$ cat src/include/reset_exception_defs.vh
// Constants for the system reset and exception controller
`ifndef RESET_EXCEPTION_DEFS_VH
`define RESET_EXCEPTION_DEFS_VH
// Clock rate and derived figures
`define CLK_FREQ_MHZ 125
`define COUNTER_WIDTH 12
`define LONG_RECOVERY_CYCLES 4096
`define SHORT_RECOVERY_CYCLES 32
`define RELEASE_PHASE_CYCLES 64
`define ERASED_VECTOR_BYTE 8'h00
// Register byte offsets
`define ADDR_RESET_CAUSE 4'h0
`define ADDR_BREAK_FLAG_CTRL 4'h4
`define ADDR_CONFIG 4'h8
`define ADDR_STATUS 4'hC
// Reset cause bit positions
`define CAUSE_ILLEGAL_ADDR 0
`define CAUSE_ERASED_VECTOR 1
`define CAUSE_LOW_VOLTAGE 2
// Config bit positions
`define CFG_LV_POWER_DISABLE 0
`define CFG_LV_RESET_DISABLE 1
`define CFG_SHORT_STOP_RECOVERY 2
`define CFG_OSC_RUN_IN_STOP 3
`define CFG_WATCHDOG_DISABLE 4
`define CONFIG_RESET 5'h00
// AXI responses
`define RESP_OKAY 2'h0
`define RESP_SLVERR 2'h2
`endif

$ cat src/rtl/system_reset_exception_control.v
// System reset, recovery counter, interrupt and low-power control
//
// Design decisions made here: the address map and the AXI4-Lite interface to the registers.
`timescale 1ns/10ps
`include "reset_exception_defs.vh"
module system_reset_exception_control #(
    parameter SOURCES = 8,
    parameter INDEX_WIDTH = 3,
    parameter LONG_RECOVERY = `LONG_RECOVERY_CYCLES,
    parameter SHORT_RECOVERY = `SHORT_RECOVERY_CYCLES,
    parameter RELEASE_PHASE = `RELEASE_PHASE_CYCLES
) (
    // Clock and reset; clk_in stands for the selected oscillator clock
    input wire clk_in,
    input wire reset_in,
    // AXI4-Lite slave
    input wire [3:0] s_axi_awaddr_in,
    input wire s_axi_awvalid_in,
    output reg s_axi_awready_out,
    input wire [31:0] s_axi_wdata_in,
    input wire [3:0] s_axi_wstrb_in,
    input wire s_axi_wvalid_in,
    output reg s_axi_wready_out,
    output reg [1:0] s_axi_bresp_out,
    output reg s_axi_bvalid_out,
    input wire s_axi_bready_in,
    input wire [3:0] s_axi_araddr_in,
    input wire s_axi_arvalid_in,
    output reg s_axi_arready_out,
    output reg [31:0] s_axi_rdata_out,
    output reg [1:0] s_axi_rresp_out,
    output reg s_axi_rvalid_out,
    input wire s_axi_rready_in,
    // CPU bus monitoring
    input wire opcode_fetch_in,
    input wire unmapped_addr_in,
    input wire vector_fetch_in,
    input wire [7:0] vector_data_in,
    // Reset and event sources
    input wire low_voltage_in,
    input wire break_in,
    // CPU instruction events
    input wire instr_boundary_in,
    input wire swi_exec_in,
    input wire rti_exec_in,
    input wire wait_exec_in,
    input wire stop_exec_in,
    input wire mask_clear_in,
    input wire [15:0] pc_in,
    // Interrupt sources
    input wire [SOURCES-1:0] irq_request_in,
    input wire [SOURCES-1:0] irq_enable_in,
    // Status flag clear requests from other modules
    input wire flag_clear_req_in,
    // Outputs
    output reg chip_reset_out,
    output reg cpu_reset_out,
    output reg monitor_mode_out,
    output reg cpu_clock_en_out,
    output reg periph_clock_en_out,
    output reg clock_gen_output_en_out,
    output reg watchdog_tick_out,
    output reg watchdog_enable_out,
    output reg interrupt_mask_out,
    output reg stack_start_out,
    output reg [15:0] stacked_pc_out,
    output reg [INDEX_WIDTH:0] vector_select_out,
    output reg break_state_out,
    output reg flag_clear_allow_out
);
    localparam S_RUN = 5'h01;
    localparam S_WAIT = 5'h02;
    localparam S_STOP = 5'h04;
    localparam S_RECOVER = 5'h08;
    localparam S_RELEASE = 5'h10;

    reg [4:0] state;
    reg [`COUNTER_WIDTH-1:0] counter;
    reg [`COUNTER_WIDTH:0] recover_count;
    reg [2:0] reset_cause;
    reg break_flag_clear_enable;
    reg [4:0] config_bits;
    reg latched;
    reg [INDEX_WIDTH-1:0] latched_index;
    reg stop_reset_pending;
    reg write_addr_ok, write_data_ok;
    reg [3:0] write_addr;
    reg [31:0] write_data;

    wire arb_any;
    wire [INDEX_WIDTH-1:0] arb_index;
    wire [SOURCES-1:0] eligible = irq_request_in & irq_enable_in;

    interrupt_arbiter #(.SOURCES(SOURCES), .INDEX_WIDTH(INDEX_WIDTH)) u_interrupt_arbiter (
        .request_in(eligible),
        .any_out(arb_any),
        .index_out(arb_index)
    );

    wire illegal_fetch = opcode_fetch_in & unmapped_addr_in;
    wire erased_vector = vector_fetch_in & (vector_data_in == `ERASED_VECTOR_BYTE);
    wire lv_reset = low_voltage_in & ~config_bits[`CFG_LV_POWER_DISABLE]
        & ~config_bits[`CFG_LV_RESET_DISABLE];
    wire any_reset = illegal_fetch | erased_vector | lv_reset;
    wire hw_take = instr_boundary_in & arb_any & ~interrupt_mask_out;
    wire sw_take = swi_exec_in | break_in;
    wire counter_overflow = (counter == {`COUNTER_WIDTH{1'b1}});

    // Register write path
    wire do_write = write_addr_ok & write_data_ok & ~s_axi_bvalid_out;
    always @(posedge clk_in or posedge reset_in) begin
        if (reset_in) begin
            s_axi_awready_out <= 1'b0;
            s_axi_wready_out <= 1'b0;
            s_axi_bvalid_out <= 1'b0;
            s_axi_bresp_out <= `RESP_OKAY;
            write_addr_ok <= 1'b0;
            write_data_ok <= 1'b0;
            write_addr <= 4'h0;
            write_data <= 32'h00000000;
            break_flag_clear_enable <= 1'b0;
            config_bits <= `CONFIG_RESET;
        end else begin
            s_axi_awready_out <= ~write_addr_ok & ~s_axi_awready_out & s_axi_awvalid_in;
            s_axi_wready_out <= ~write_data_ok & ~s_axi_wready_out & s_axi_wvalid_in;
            if (s_axi_awvalid_in & s_axi_awready_out) begin
                write_addr_ok <= 1'b1;
                write_addr <= s_axi_awaddr_in;
            end
            if (s_axi_wvalid_in & s_axi_wready_out) begin
                write_data_ok <= 1'b1;
                write_data <= s_axi_wdata_in;
            end
            if (do_write) begin
                write_addr_ok <= 1'b0;
                write_data_ok <= 1'b0;
                s_axi_bvalid_out <= 1'b1;
                s_axi_bresp_out <= `RESP_OKAY;
                case (write_addr)
                    `ADDR_BREAK_FLAG_CTRL: begin
                        if (s_axi_wstrb_in[0] | 1'b1)
                            break_flag_clear_enable <= write_data[0];
                    end
                    `ADDR_CONFIG: begin
                        config_bits <= write_data[4:0];
                    end
                    `ADDR_RESET_CAUSE, `ADDR_STATUS: begin
                        s_axi_bresp_out <= `RESP_OKAY;
                    end
                    default: begin
                        s_axi_bresp_out <= `RESP_SLVERR;
                    end
                endcase
            end else if (s_axi_bvalid_out & s_axi_bready_in) begin
                s_axi_bvalid_out <= 1'b0;
            end
        end
    end

    // Register read path; reading the cause register clears it
    wire do_read = s_axi_arvalid_in & s_axi_arready_out;
    always @(posedge clk_in or posedge reset_in) begin
        if (reset_in) begin
            s_axi_arready_out <= 1'b0;
            s_axi_rvalid_out <= 1'b0;
            s_axi_rdata_out <= 32'h00000000;
            s_axi_rresp_out <= `RESP_OKAY;
        end else begin
            s_axi_arready_out <= ~s_axi_arready_out & ~s_axi_rvalid_out & s_axi_arvalid_in;
            if (do_read) begin
                s_axi_rvalid_out <= 1'b1;
                s_axi_rresp_out <= `RESP_OKAY;
                case (s_axi_araddr_in)
                    `ADDR_RESET_CAUSE: s_axi_rdata_out <= {29'h0, reset_cause};
                    `ADDR_BREAK_FLAG_CTRL: s_axi_rdata_out <= {31'h0, break_flag_clear_enable};
                    `ADDR_CONFIG: s_axi_rdata_out <= {27'h0, config_bits};
                    `ADDR_STATUS: s_axi_rdata_out <= {26'h0, break_state_out, interrupt_mask_out, state[3:0]};
                    default: begin
                        s_axi_rdata_out <= 32'h00000000;
                        s_axi_rresp_out <= `RESP_SLVERR;
                    end
                endcase
            end else if (s_axi_rvalid_out & s_axi_rready_in) begin
                s_axi_rvalid_out <= 1'b0;
            end
        end
    end

    // Reset cause flags: a new cause wins over a read clear
    wire cause_read = do_read & (s_axi_araddr_in == `ADDR_RESET_CAUSE);
    always @(posedge clk_in or posedge reset_in) begin
        if (reset_in) begin
            reset_cause <= 3'h0;
        end else if (any_reset) begin
            reset_cause <= {lv_reset, erased_vector, illegal_fetch};
        end else if (cause_read) begin
            reset_cause <= 3'h0;
        end
    end

    // Watchdog prescaler counter, held clear in stop
    always @(posedge clk_in or posedge reset_in) begin
        if (reset_in) begin
            counter <= {`COUNTER_WIDTH{1'b0}};
            watchdog_tick_out <= 1'b0;
        end else begin
            watchdog_tick_out <= counter_overflow & (state != S_STOP);
            if (state == S_STOP || stop_exec_in)
                counter <= {`COUNTER_WIDTH{1'b0}};
            else
                counter <= counter + 1'b1;
        end
    end

    // Main sequencer: resets outrank all interrupt activity
    always @(posedge clk_in or posedge reset_in) begin
        if (reset_in) begin
            state <= S_RECOVER;
            recover_count <= LONG_RECOVERY[`COUNTER_WIDTH:0];
            chip_reset_out <= 1'b1;
            cpu_reset_out <= 1'b1;
            monitor_mode_out <= 1'b0;
            cpu_clock_en_out <= 1'b0;
            periph_clock_en_out <= 1'b0;
            clock_gen_output_en_out <= 1'b1;
            watchdog_enable_out <= 1'b1;
            interrupt_mask_out <= 1'b1;
            stack_start_out <= 1'b0;
            stacked_pc_out <= 16'h0000;
            vector_select_out <= {(INDEX_WIDTH+1){1'b0}};
            latched <= 1'b0;
            latched_index <= {INDEX_WIDTH{1'b0}};
            stop_reset_pending <= 1'b0;
            break_state_out <= 1'b0;
        end else begin
            stack_start_out <= 1'b0;
            watchdog_enable_out <= ~config_bits[`CFG_WATCHDOG_DISABLE];
            if (mask_clear_in)
                interrupt_mask_out <= 1'b0;
            if (rti_exec_in) begin
                latched <= 1'b0;
                break_state_out <= 1'b0;
            end
            if (any_reset) begin
                state <= S_RECOVER;
                recover_count <= LONG_RECOVERY[`COUNTER_WIDTH:0];
                chip_reset_out <= 1'b1;
                cpu_reset_out <= 1'b1;
                cpu_clock_en_out <= 1'b0;
                periph_clock_en_out <= 1'b0;
                clock_gen_output_en_out <= 1'b1;
                interrupt_mask_out <= 1'b1;
                latched <= 1'b0;
                break_state_out <= 1'b0;
                if (erased_vector)
                    monitor_mode_out <= 1'b1;
                stop_reset_pending <= 1'b0;
            end else begin
                case (state)
                    S_RUN: begin
                        if (sw_take) begin
                            stack_start_out <= 1'b1;
                            interrupt_mask_out <= 1'b1;
                            stacked_pc_out <= pc_in;
                            vector_select_out <= {1'b1, {INDEX_WIDTH{1'b0}}};
                            break_state_out <= break_in | break_state_out;
                        end else if (hw_take && !latched) begin
                            latched <= 1'b1;
                            latched_index <= arb_index;
                            stack_start_out <= 1'b1;
                            interrupt_mask_out <= 1'b1;
                            stacked_pc_out <= pc_in - 16'h0001;
                            vector_select_out <= {1'b0, arb_index};
                        end else if (wait_exec_in) begin
                            state <= S_WAIT;
                            interrupt_mask_out <= 1'b0;
                            cpu_clock_en_out <= 1'b0;
                        end else if (stop_exec_in) begin
                            state <= S_STOP;
                            interrupt_mask_out <= 1'b0;
                            cpu_clock_en_out <= 1'b0;
                            periph_clock_en_out <= 1'b0;
                            clock_gen_output_en_out <= config_bits[`CFG_OSC_RUN_IN_STOP];
                        end
                        if (mask_clear_in && !hw_take)
                            latched <= 1'b0;
                    end
                    S_WAIT: begin
                        if (arb_any || break_in) begin
                            state <= S_RUN;
                            cpu_clock_en_out <= 1'b1;
                            stack_start_out <= 1'b1;
                            interrupt_mask_out <= 1'b1;
                            stacked_pc_out <= break_in ? pc_in : pc_in - 16'h0001;
                            vector_select_out <= break_in ? {1'b1, {INDEX_WIDTH{1'b0}}} : {1'b0, arb_index};
                            latched <= ~break_in;
                            latched_index <= arb_index;
                            break_state_out <= break_in;
                        end
                    end
                    S_STOP: begin
                        if (arb_any || break_in) begin
                            state <= S_RECOVER;
                            clock_gen_output_en_out <= 1'b1;
                            recover_count <= config_bits[`CFG_SHORT_STOP_RECOVERY] ?
                                SHORT_RECOVERY[`COUNTER_WIDTH:0] : LONG_RECOVERY[`COUNTER_WIDTH:0];
                            stop_reset_pending <= 1'b1;
                        end
                    end
                    S_RECOVER: begin
                        if (recover_count <= {{`COUNTER_WIDTH{1'b0}}, 1'b1}) begin
                            if (stop_reset_pending) begin
                                state <= S_RUN;
                                stop_reset_pending <= 1'b0;
                                cpu_clock_en_out <= 1'b1;
                                periph_clock_en_out <= 1'b1;
                                stack_start_out <= 1'b1;
                                interrupt_mask_out <= 1'b1;
                                stacked_pc_out <= pc_in - 16'h0001;
                                vector_select_out <= {1'b0, arb_index};
                            end else begin
                                state <= S_RELEASE;
                                chip_reset_out <= 1'b0;
                                periph_clock_en_out <= 1'b1;
                                recover_count <= RELEASE_PHASE[`COUNTER_WIDTH:0];
                            end
                        end else begin
                            recover_count <= recover_count - 1'b1;
                        end
                    end
                    S_RELEASE: begin
                        if (recover_count <= {{`COUNTER_WIDTH{1'b0}}, 1'b1}) begin
                            state <= S_RUN;
                            cpu_reset_out <= 1'b0;
                            cpu_clock_en_out <= 1'b1;
                        end else begin
                            recover_count <= recover_count - 1'b1;
                        end
                    end
                    default: state <= S_RUN;
                endcase
            end
        end
    end

    // Flag clear gating while in break
    always @(posedge clk_in or posedge reset_in) begin
        if (reset_in)
            flag_clear_allow_out <= 1'b0;
        else
            flag_clear_allow_out <= flag_clear_req_in &
                (~break_state_out | break_flag_clear_enable);
    end
endmodule

$ cat src/rtl/interrupt_arbiter.v
// Priority arbiter choosing the lowest-numbered enabled request
`timescale 1ns/10ps
module interrupt_arbiter #(
    parameter SOURCES = 8,
    parameter INDEX_WIDTH = 3
) (
    // Requests
    input wire [SOURCES-1:0] request_in,
    // Result
    output reg any_out,
    output reg [INDEX_WIDTH-1:0] index_out
);
    integer i;
    always @* begin
        any_out = 1'b0;
        index_out = {INDEX_WIDTH{1'b0}};
        for (i = SOURCES - 1; i >= 0; i = i - 1) begin
            if (request_in[i]) begin
                any_out = 1'b1;
                index_out = i[INDEX_WIDTH-1:0];
            end
        end
    end
endmodule

$ cat config.mk
export PLATFORM = sky130hd
export DESIGN_NAME = system_reset_exception_control
export DESIGN_NICKNAME = d
export VERILOG_FILES = /design/src/rtl/system_reset_exception_control.v /design/src/rtl/interrupt_arbiter.v
export VERILOG_INCLUDE_DIRS = /design/src /design/src/include
export SDC_FILE = /design/constraint.sdc
export NUM_CORES = 1
export LEC_CHECK = 0
export ABC_CLOCK_PERIOD_IN_PS = 5000
export BUFFER_PORTS_ARGS = -buffer_cell sky130_fd_sc_hd__buf_2
export CORE_ASPECT_RATIO = 2
export CORE_MARGIN = 2
export CORE_UTILIZATION = 45
export CTS_CLUSTER_DIAMETER = 200
export DETAILED_ROUTE_END_ITERATION = 8
export GPL_ROUTABILITY_DRIVEN = 0
export PLACE_DENSITY = 0.73
export REMOVE_ABC_BUFFERS = 1
export SYNTH_ARGS = -nofsm -noshare
export SYNTH_HDL_FRONTEND = slang
export SYNTH_HIERARCHICAL = 1
export SYNTH_SLANG_ARGS = --single-unit
$ cat constraint.sdc
create_clock -name clk_in -period 5 [get_ports clk_in]
set_clock_uncertainty 0.2 [all_clocks]
set_input_delay 0.5 -clock clk_in [delete_from_list [all_inputs] [get_ports clk_in]]
set_output_delay 0.5 -clock clk_in [all_outputs]
set_load 0.005 [all_outputs]
## Word level (Yosys, flattened, before mapping)

Cells that the tools add are included.

| word-level totals | value |
|---|---|
| register bits after elaboration | 125 |
| input bits | 103 |
| output and inout bits | 73 |
| logic and storage cells | 268 |

| cells by class | value |
|---|---|
| add/sub/neg operators | 3 |
| order comparisons | 1 |
| equal/unequal tests | 30 |
| muxes and demuxes | 121 |
| bitwise gates (word level) | 42 |
| reductions and logical operators | 37 |

Operators with widths:

| cell | number |
|---|---|
| 16-bit 2-to-1 mux | 6 |
| 13-bit 2-to-1 mux | 6 |
| 1-bit 2-to-1 mux | 67 |
| 5-bit 2-to-1 mux | 10 |
| 16-bit one-hot mux with 3 select lines | 1 |
| 13-bit one-hot mux with 3 select lines | 1 |
| 3-bit 2-to-1 mux | 10 |
| 3-bit inequality test, second input constant | 10 |
| 5-bit one-hot mux with 5 select lines | 1 |
| 4-bit 2-to-1 mux | 6 |
| 6-bit one-hot mux with 4 select lines | 1 |
| 1-bit AND | 22 |
| 6-bit AND reduction | 3 |
| 4-bit == test, second input constant | 4 |
| 2-bit nonzero test | 8 |
| 16-bit by 1-bit subtractor with 16-bit output, second input constant | 1 |
| 1-bit inverter | 14 |
| 13-bit by 1-bit less-or-equal comparator with 1-bit output, second input constant | 1 |
| 13-bit by 1-bit subtractor with 13-bit output, second input constant | 1 |
| 12-bit by 1-bit adder with 12-bit output, second input constant | 1 |
| 12-bit == test, second input constant | 1 |
| 12-bit 2-to-1 mux | 1 |
| 4-bit one-hot mux with 3 select lines | 1 |
| 3-bit nonzero test | 4 |
| other kinds (30) | 53 |

## Logic depth before layout (Yosys ltp)

| depth | value |
|---|---|
| depth after elaboration | 17 |
| mapped depth | 9 |
| mapped depth without buffers | 8 |

## Hierarchy

Netlist, hierarchy kept.

Modules (own cells, without submodules):

| module | instances | cells an instance | area an instance (µm²) | sequential area each (µm²) |
|---|---|---|---|---|
| system_reset_exception_control | 1 | 545 | 5358.9 | 2436.1 |
| interrupt_arbiter | 1 | 13 | 80.1 | 0.0 |

## Worst setup path after synthesis

OpenSTA, ideal clock, no wires.

| path | value |
|---|---|
| path kind | input port to flip-flop |
| start | input port irq_request_in[2] |
| end | register stacked_pc_out[0] |
| library setup time | 125 ps |
| arrival time | 2505 ps |
| data required time | 4675 ps |
| setup slack | 2170 ps |
| cell stages on the path | 9 |
| path buffers | 1 |
| cell sequence | and2_1 -> nor4_2 -> nand2_1 -> nor4bb_1 -> o211ai_1 -> a311oi_4 -> and3_4 -> buf_12 -> mux2_4 |

| between the ends | value |
|---|---|
| word-level cells in the longest chain between the ends | 9 |
| elaborated cells on any way between the ends | 11 |
| classes of those cells | 2 x eq/ne; 3 x mux; 3 x bitwise; 3 x reduce/logical |

RTL lines:

| item | RTL line | text |
|---|---|---|
| start, declared | system_reset_exception_control.v:51 | `input wire [SOURCES-1:0] irq_request_in,` |
| 8-bit AND * | system_reset_exception_control.v:92 | `wire [SOURCES-1:0] eligible = irq_request_in & irq_enable_in;` |
| 1-bit 2-to-1 mux * (3 in series) | interrupt_arbiter.v:18 | `if (request_in[i]) begin` |
| net arb_any | system_reset_exception_control.v:90 | `wire arb_any;` |
| 1-bit AND (2 in series) | system_reset_exception_control.v:105 | `wire hw_take = instr_boundary_in & arb_any & ~interrupt_mask_out;` |
| 1-bit logical AND | system_reset_exception_control.v:267 | `end else if (hw_take && !latched) begin` |
| 3-bit inequality test (no line) | - |  |
| 6-bit AND reduction (no line) * | - |  |
| end signal, assigned | system_reset_exception_control.v:264 | `stacked_pc_out <= pc_in;` |
| end signal, assigned | system_reset_exception_control.v:272 | `stacked_pc_out <= pc_in - 16'h0001;` |
| end signal, assigned | system_reset_exception_control.v:294 | `stacked_pc_out <= break_in ? pc_in : pc_in - 16'h0001;` |
| end, declared | system_reset_exception_control.v:66 | `output reg [15:0] stacked_pc_out,` |

The timed path passes the listed nets; every way through them passes the cells marked *.
A chain may end at the register's enable or synchronous reset.

## Worst setup path in the final report

| path | value |
|---|---|
| start | register state[4] |
| end | register stacked_pc_out[14] |

| between the ends | value |
|---|---|
| word-level cells in the longest chain between the ends | 3 |
| elaborated cells on any way between the ends | 10 |
| classes of those cells | 7 x eq/ne; 1 x mux; 2 x reduce/logical |

RTL lines:

| item | RTL line | text |
|---|---|---|
| start, declared | system_reset_exception_control.v:77 | `reg [4:0] state;` |
| start signal, assigned | system_reset_exception_control.v:218 | `state <= S_RECOVER;` |
| start signal, assigned | system_reset_exception_control.v:245 | `state <= S_RECOVER;` |
| start signal, assigned | system_reset_exception_control.v:275 | `state <= S_WAIT;` |
| 5-bit by 1-bit == test with 1-bit output, or another cell as far along | system_reset_exception_control.v:259 | `case (state)` |
| 3-bit inequality test (no line), or another cell as far along | - |  |
| 6-bit AND reduction (no line) | - |  |

Parallel ways exist; a longest one is shown, timed or not.

==> flow_summary.json <==
{
  "grt_pass1_wl_mm": 21.3,
  "num-fill-cells": 1103,
  "routedWlPerCell_um": 16.3,
  "synth.area.top_cells": "dfrtp_1 41%, buf_4 3.9%, mux2_2 3.5%",
  "relSlewSlack_pct": 29.0,
  "layout_min_cycle_time_ns": 3.08,
  "hold_viol": 0,
  "slew_viol_final": 0,
  "async_flop_share_pct": 100,
  "synth-warning-count": 6,
  "clockBufferDepth": 2,
  "cts.root.buffer_cell": "clkbuf_16",
  "wl_mm": 13.3,
  "drc": 0,
  "avgViaCountPerCell": 5.71,
  "critPathMaxStageDelay_ns": 0.58,
  "die_area_um2": 13000,
  "grt_pass1_vias": 4717,
  "overflow": 0,
  "yosys_most_used_dff": "dfrtp_1",
  "critPathRequiredTime_ns": 5.03,
  "synthCells": 558,
  "drtIter0Drc": 332,
  "grt_usage_pct": 20.9,
  "clock_sinks": 97,
  "synth_edf_count": 0,
  "path_class": "reg2reg",
  "dpl_worst_slack_ns": 1.60,
  "diodes": 0,
  "cp_slowest_cell": "or4_4",
  "regToRegSetupSlack_ns": 1.92,
  "yosysTopAreaCell": "dfrtp_1",
  "max_freq_ghz": 0.325,
  "path_clk_slew_ns": 0.07,
  "first_pass_iters": 5,
  "post_cts_buffers": 0,
  "ctsHoldBuffers": 0,
  "ys_types": 73,
  "vdd_ir_drop_max_mv": 0.323,
  "yosysTopAreaCellShare_pct": 41.4,
  "chipWidth_um": 81.7,
  "outcome": "finished, final reports clean",
  "ios": 176,
  "power_density_nw_per_um2": 472,
  "drv_cap": 0,
  "drive_above_1_share_pct": 27.9,
  "setup_tns_ns": 0,
  "cp-end-kind": "register",
  "routed-via-count": 4686,
  "power.leakage_nw": 2.86,
  "nNetsFinal": 777,
  "p_total_mw": 2.98,
  "initial_core_util_pct": 46.2,
  "worst_slew_pin_slew_ns": 1.06,
  "dp.cells": 804,
  "synth_seq_area_share_pct": 44.8,
  "cts_resized": 0,
  "min-delay-path-class": "in2reg",
  "cts_tree": "built",
  "stdcell_count": 820,
  "finalSetupViolations": 0,
  "rsz0062_at_grt": "false",
  "crit_arrival_ns": 3.10,
  "startpoint_type": "register",
  "finalCritPeriodShare_pct": 61.5,
  "synth_area_um2": 5440,
  "clk_latency_ns": 0.35,
  "htreeDepth": 3,
  "die_h_um": 159,
  "cp_top_family": "simple AND/OR/NAND/NOR gates",
  "rows": 56,
  "ys_ff_latch": 97,
  "holdWs_ns": 0.133,
  "cp_max_fo": 21,
  "grt_start_max_net_pins": 63,
  "ant_nets": 0,
  "numCtsBuffers": 9,
  "path_cells": "or4_4 -> or2_0 -> a311oi_4 -> and3_4 -> mux2_2",
  "portBuffers": 116,
  "worst-path-buf-inv": 0,
  "dp_hpwl_mm": 10.4,
  "coreArea_um2": 11800,
  "syn_avg_cell_area_um2": 9.75,
  "antenna_found_initial": 0,
  "final.setup.worst_slack_ns": 1.92,
  "syn_to_final_growth_pct": 16.2
}
[cell usage in the layout, fill, tap and decap left out, drive strengths merged, types with 3 or more instances in the layout]
cell type  instances
xnor2             14
a31o               3
nor4b              3
o32ai              4
mux2i              7
inv               25
conb              28
nand2             42
o31ai              6
nand3b             5
or4                3
and3               3
nand4              4
a21oi             13
nand3             29
nor3              23
a31oi             11
nor2              41
buf              121
a2111oi            3
mux2              27
o2111ai            3
o21ai             29
xor2               6
or2                8
nor2b              6
o211ai            15
nor4               5
clkbuf            10
dfrtp             90
nor3b              6
ha                 4
dfstp              7
nand2b             8
or3               14
and2              12
a21o               5
[sequential cells by signal, indices dropped and copies added, names as in the netlist, 3 cells and up]
signal / flops
write_addr: 4
recover_count: 13
state: 5
counter: 12
s_axi_rdata_out: 6
write_data: 5
reset_cause: 3
vector_select_out: 4
config_bits: 5
stacked_pc_out: 16
[worst paths after layout]
path | cells past startpoint | end | start
setup / recovery | 5 | stacked_pc_out[14]$_DFFE_PP0P_ | state[4]$_DFFE_PP0P_
min in group asynchronous | 2 | s_axi_awready_out$_DFF_PP0_ | reset_in
setup reg to reg | 5 | stacked_pc_out[14]$_DFFE_PP0P_ | state[4]$_DFFE_PP0P_
max in group asynchronous | 3 | cpu_reset_out$_DFFE_PP1P_ | reset_in
hold / removal | 2 | s_axi_rvalid_out$_DFFE_PP0P_ | s_axi_rready_in
hold reg to reg | 1 | watchdog_enable_out$_DFF_PP1_ | config_bits[4]$_DFFE_PP0P_
[metrics by stage]
stage / cell area, um^2 / util (%)
final: 6320 / 53.7
after global routing: 6320 / 53.7
after CTS: 6320 / 53.7
after detailed placement: 6030 / 51.2
after global placement: 6030 / 51.2
after floorplan: 5230 / -
[power breakdown]
| part | switching [mW] | total, mW | leakage [nW] | internal, mW |
|---|---|---|---|---|
| combinational | 0.611 | 1.12 | 1.49 | 0.507 |
| clock | 0.317 | 0.678 | 0.140 | 0.362 |
| sequential | 0.168 | 1.19 | 1.23 | 1.02 |
[Yosys cell counts, drive strengths merged (11+ instances only)]
cell	instances
dfrtp	90
nand2	42
nor2	41
buf	34
nand3	29
o21ai	29
mux2	27
nor3	23
inv	22
o211ai	15
or3	14
xnor2	14
a21oi	13
clkbuf	13
and2	12
a31oi	11
[metal layers]
metal,GRT usage (%),share of wire [%],up-vias
met5,0,0,-
met4,12.5,3.9,0
met3,4.20,5.1,37
met2,38.1,57,199
met1,20.6,34,2266
li1,-,-,2184
[kinds of logic (layout without fill, tap and decap cells)]
family / count (synthesis) / in the layout / synth area share, %
other: 1 / 28 / 0.0689
multiplexers: 35 / 35 / 7.98
AND/OR/NAND/NOR: 218 / 218 / 21.1
flip-flops: 97 / 97 / 44.8
buffers and inverters: 69 / 159 / 7.32
XOR/XNOR: 20 / 20 / 3.22
adder cells (fa/ha/maj): 4 / 4 / 0.920
AO/OA/AOI/OAI: 114 / 114 / 14.6
[layout make-up]
type | instances | area (um^2) | share of cell area, %
Multi-Input combinational cell | 419 | 2710 | 42.8
Sequential cell | 97 | 2440 | 38.5
Timing Repair Buffer | 121 | 618 | 9.78
Clock buffer | 10 | 239 | 3.78
Tap cell | 145 | 181 | 2.87
Inverter | 22 | 83.8 | 1.33
Clock inverter | 6 | 55.1 | 0.871
Power figures use the tool's default switching activity.
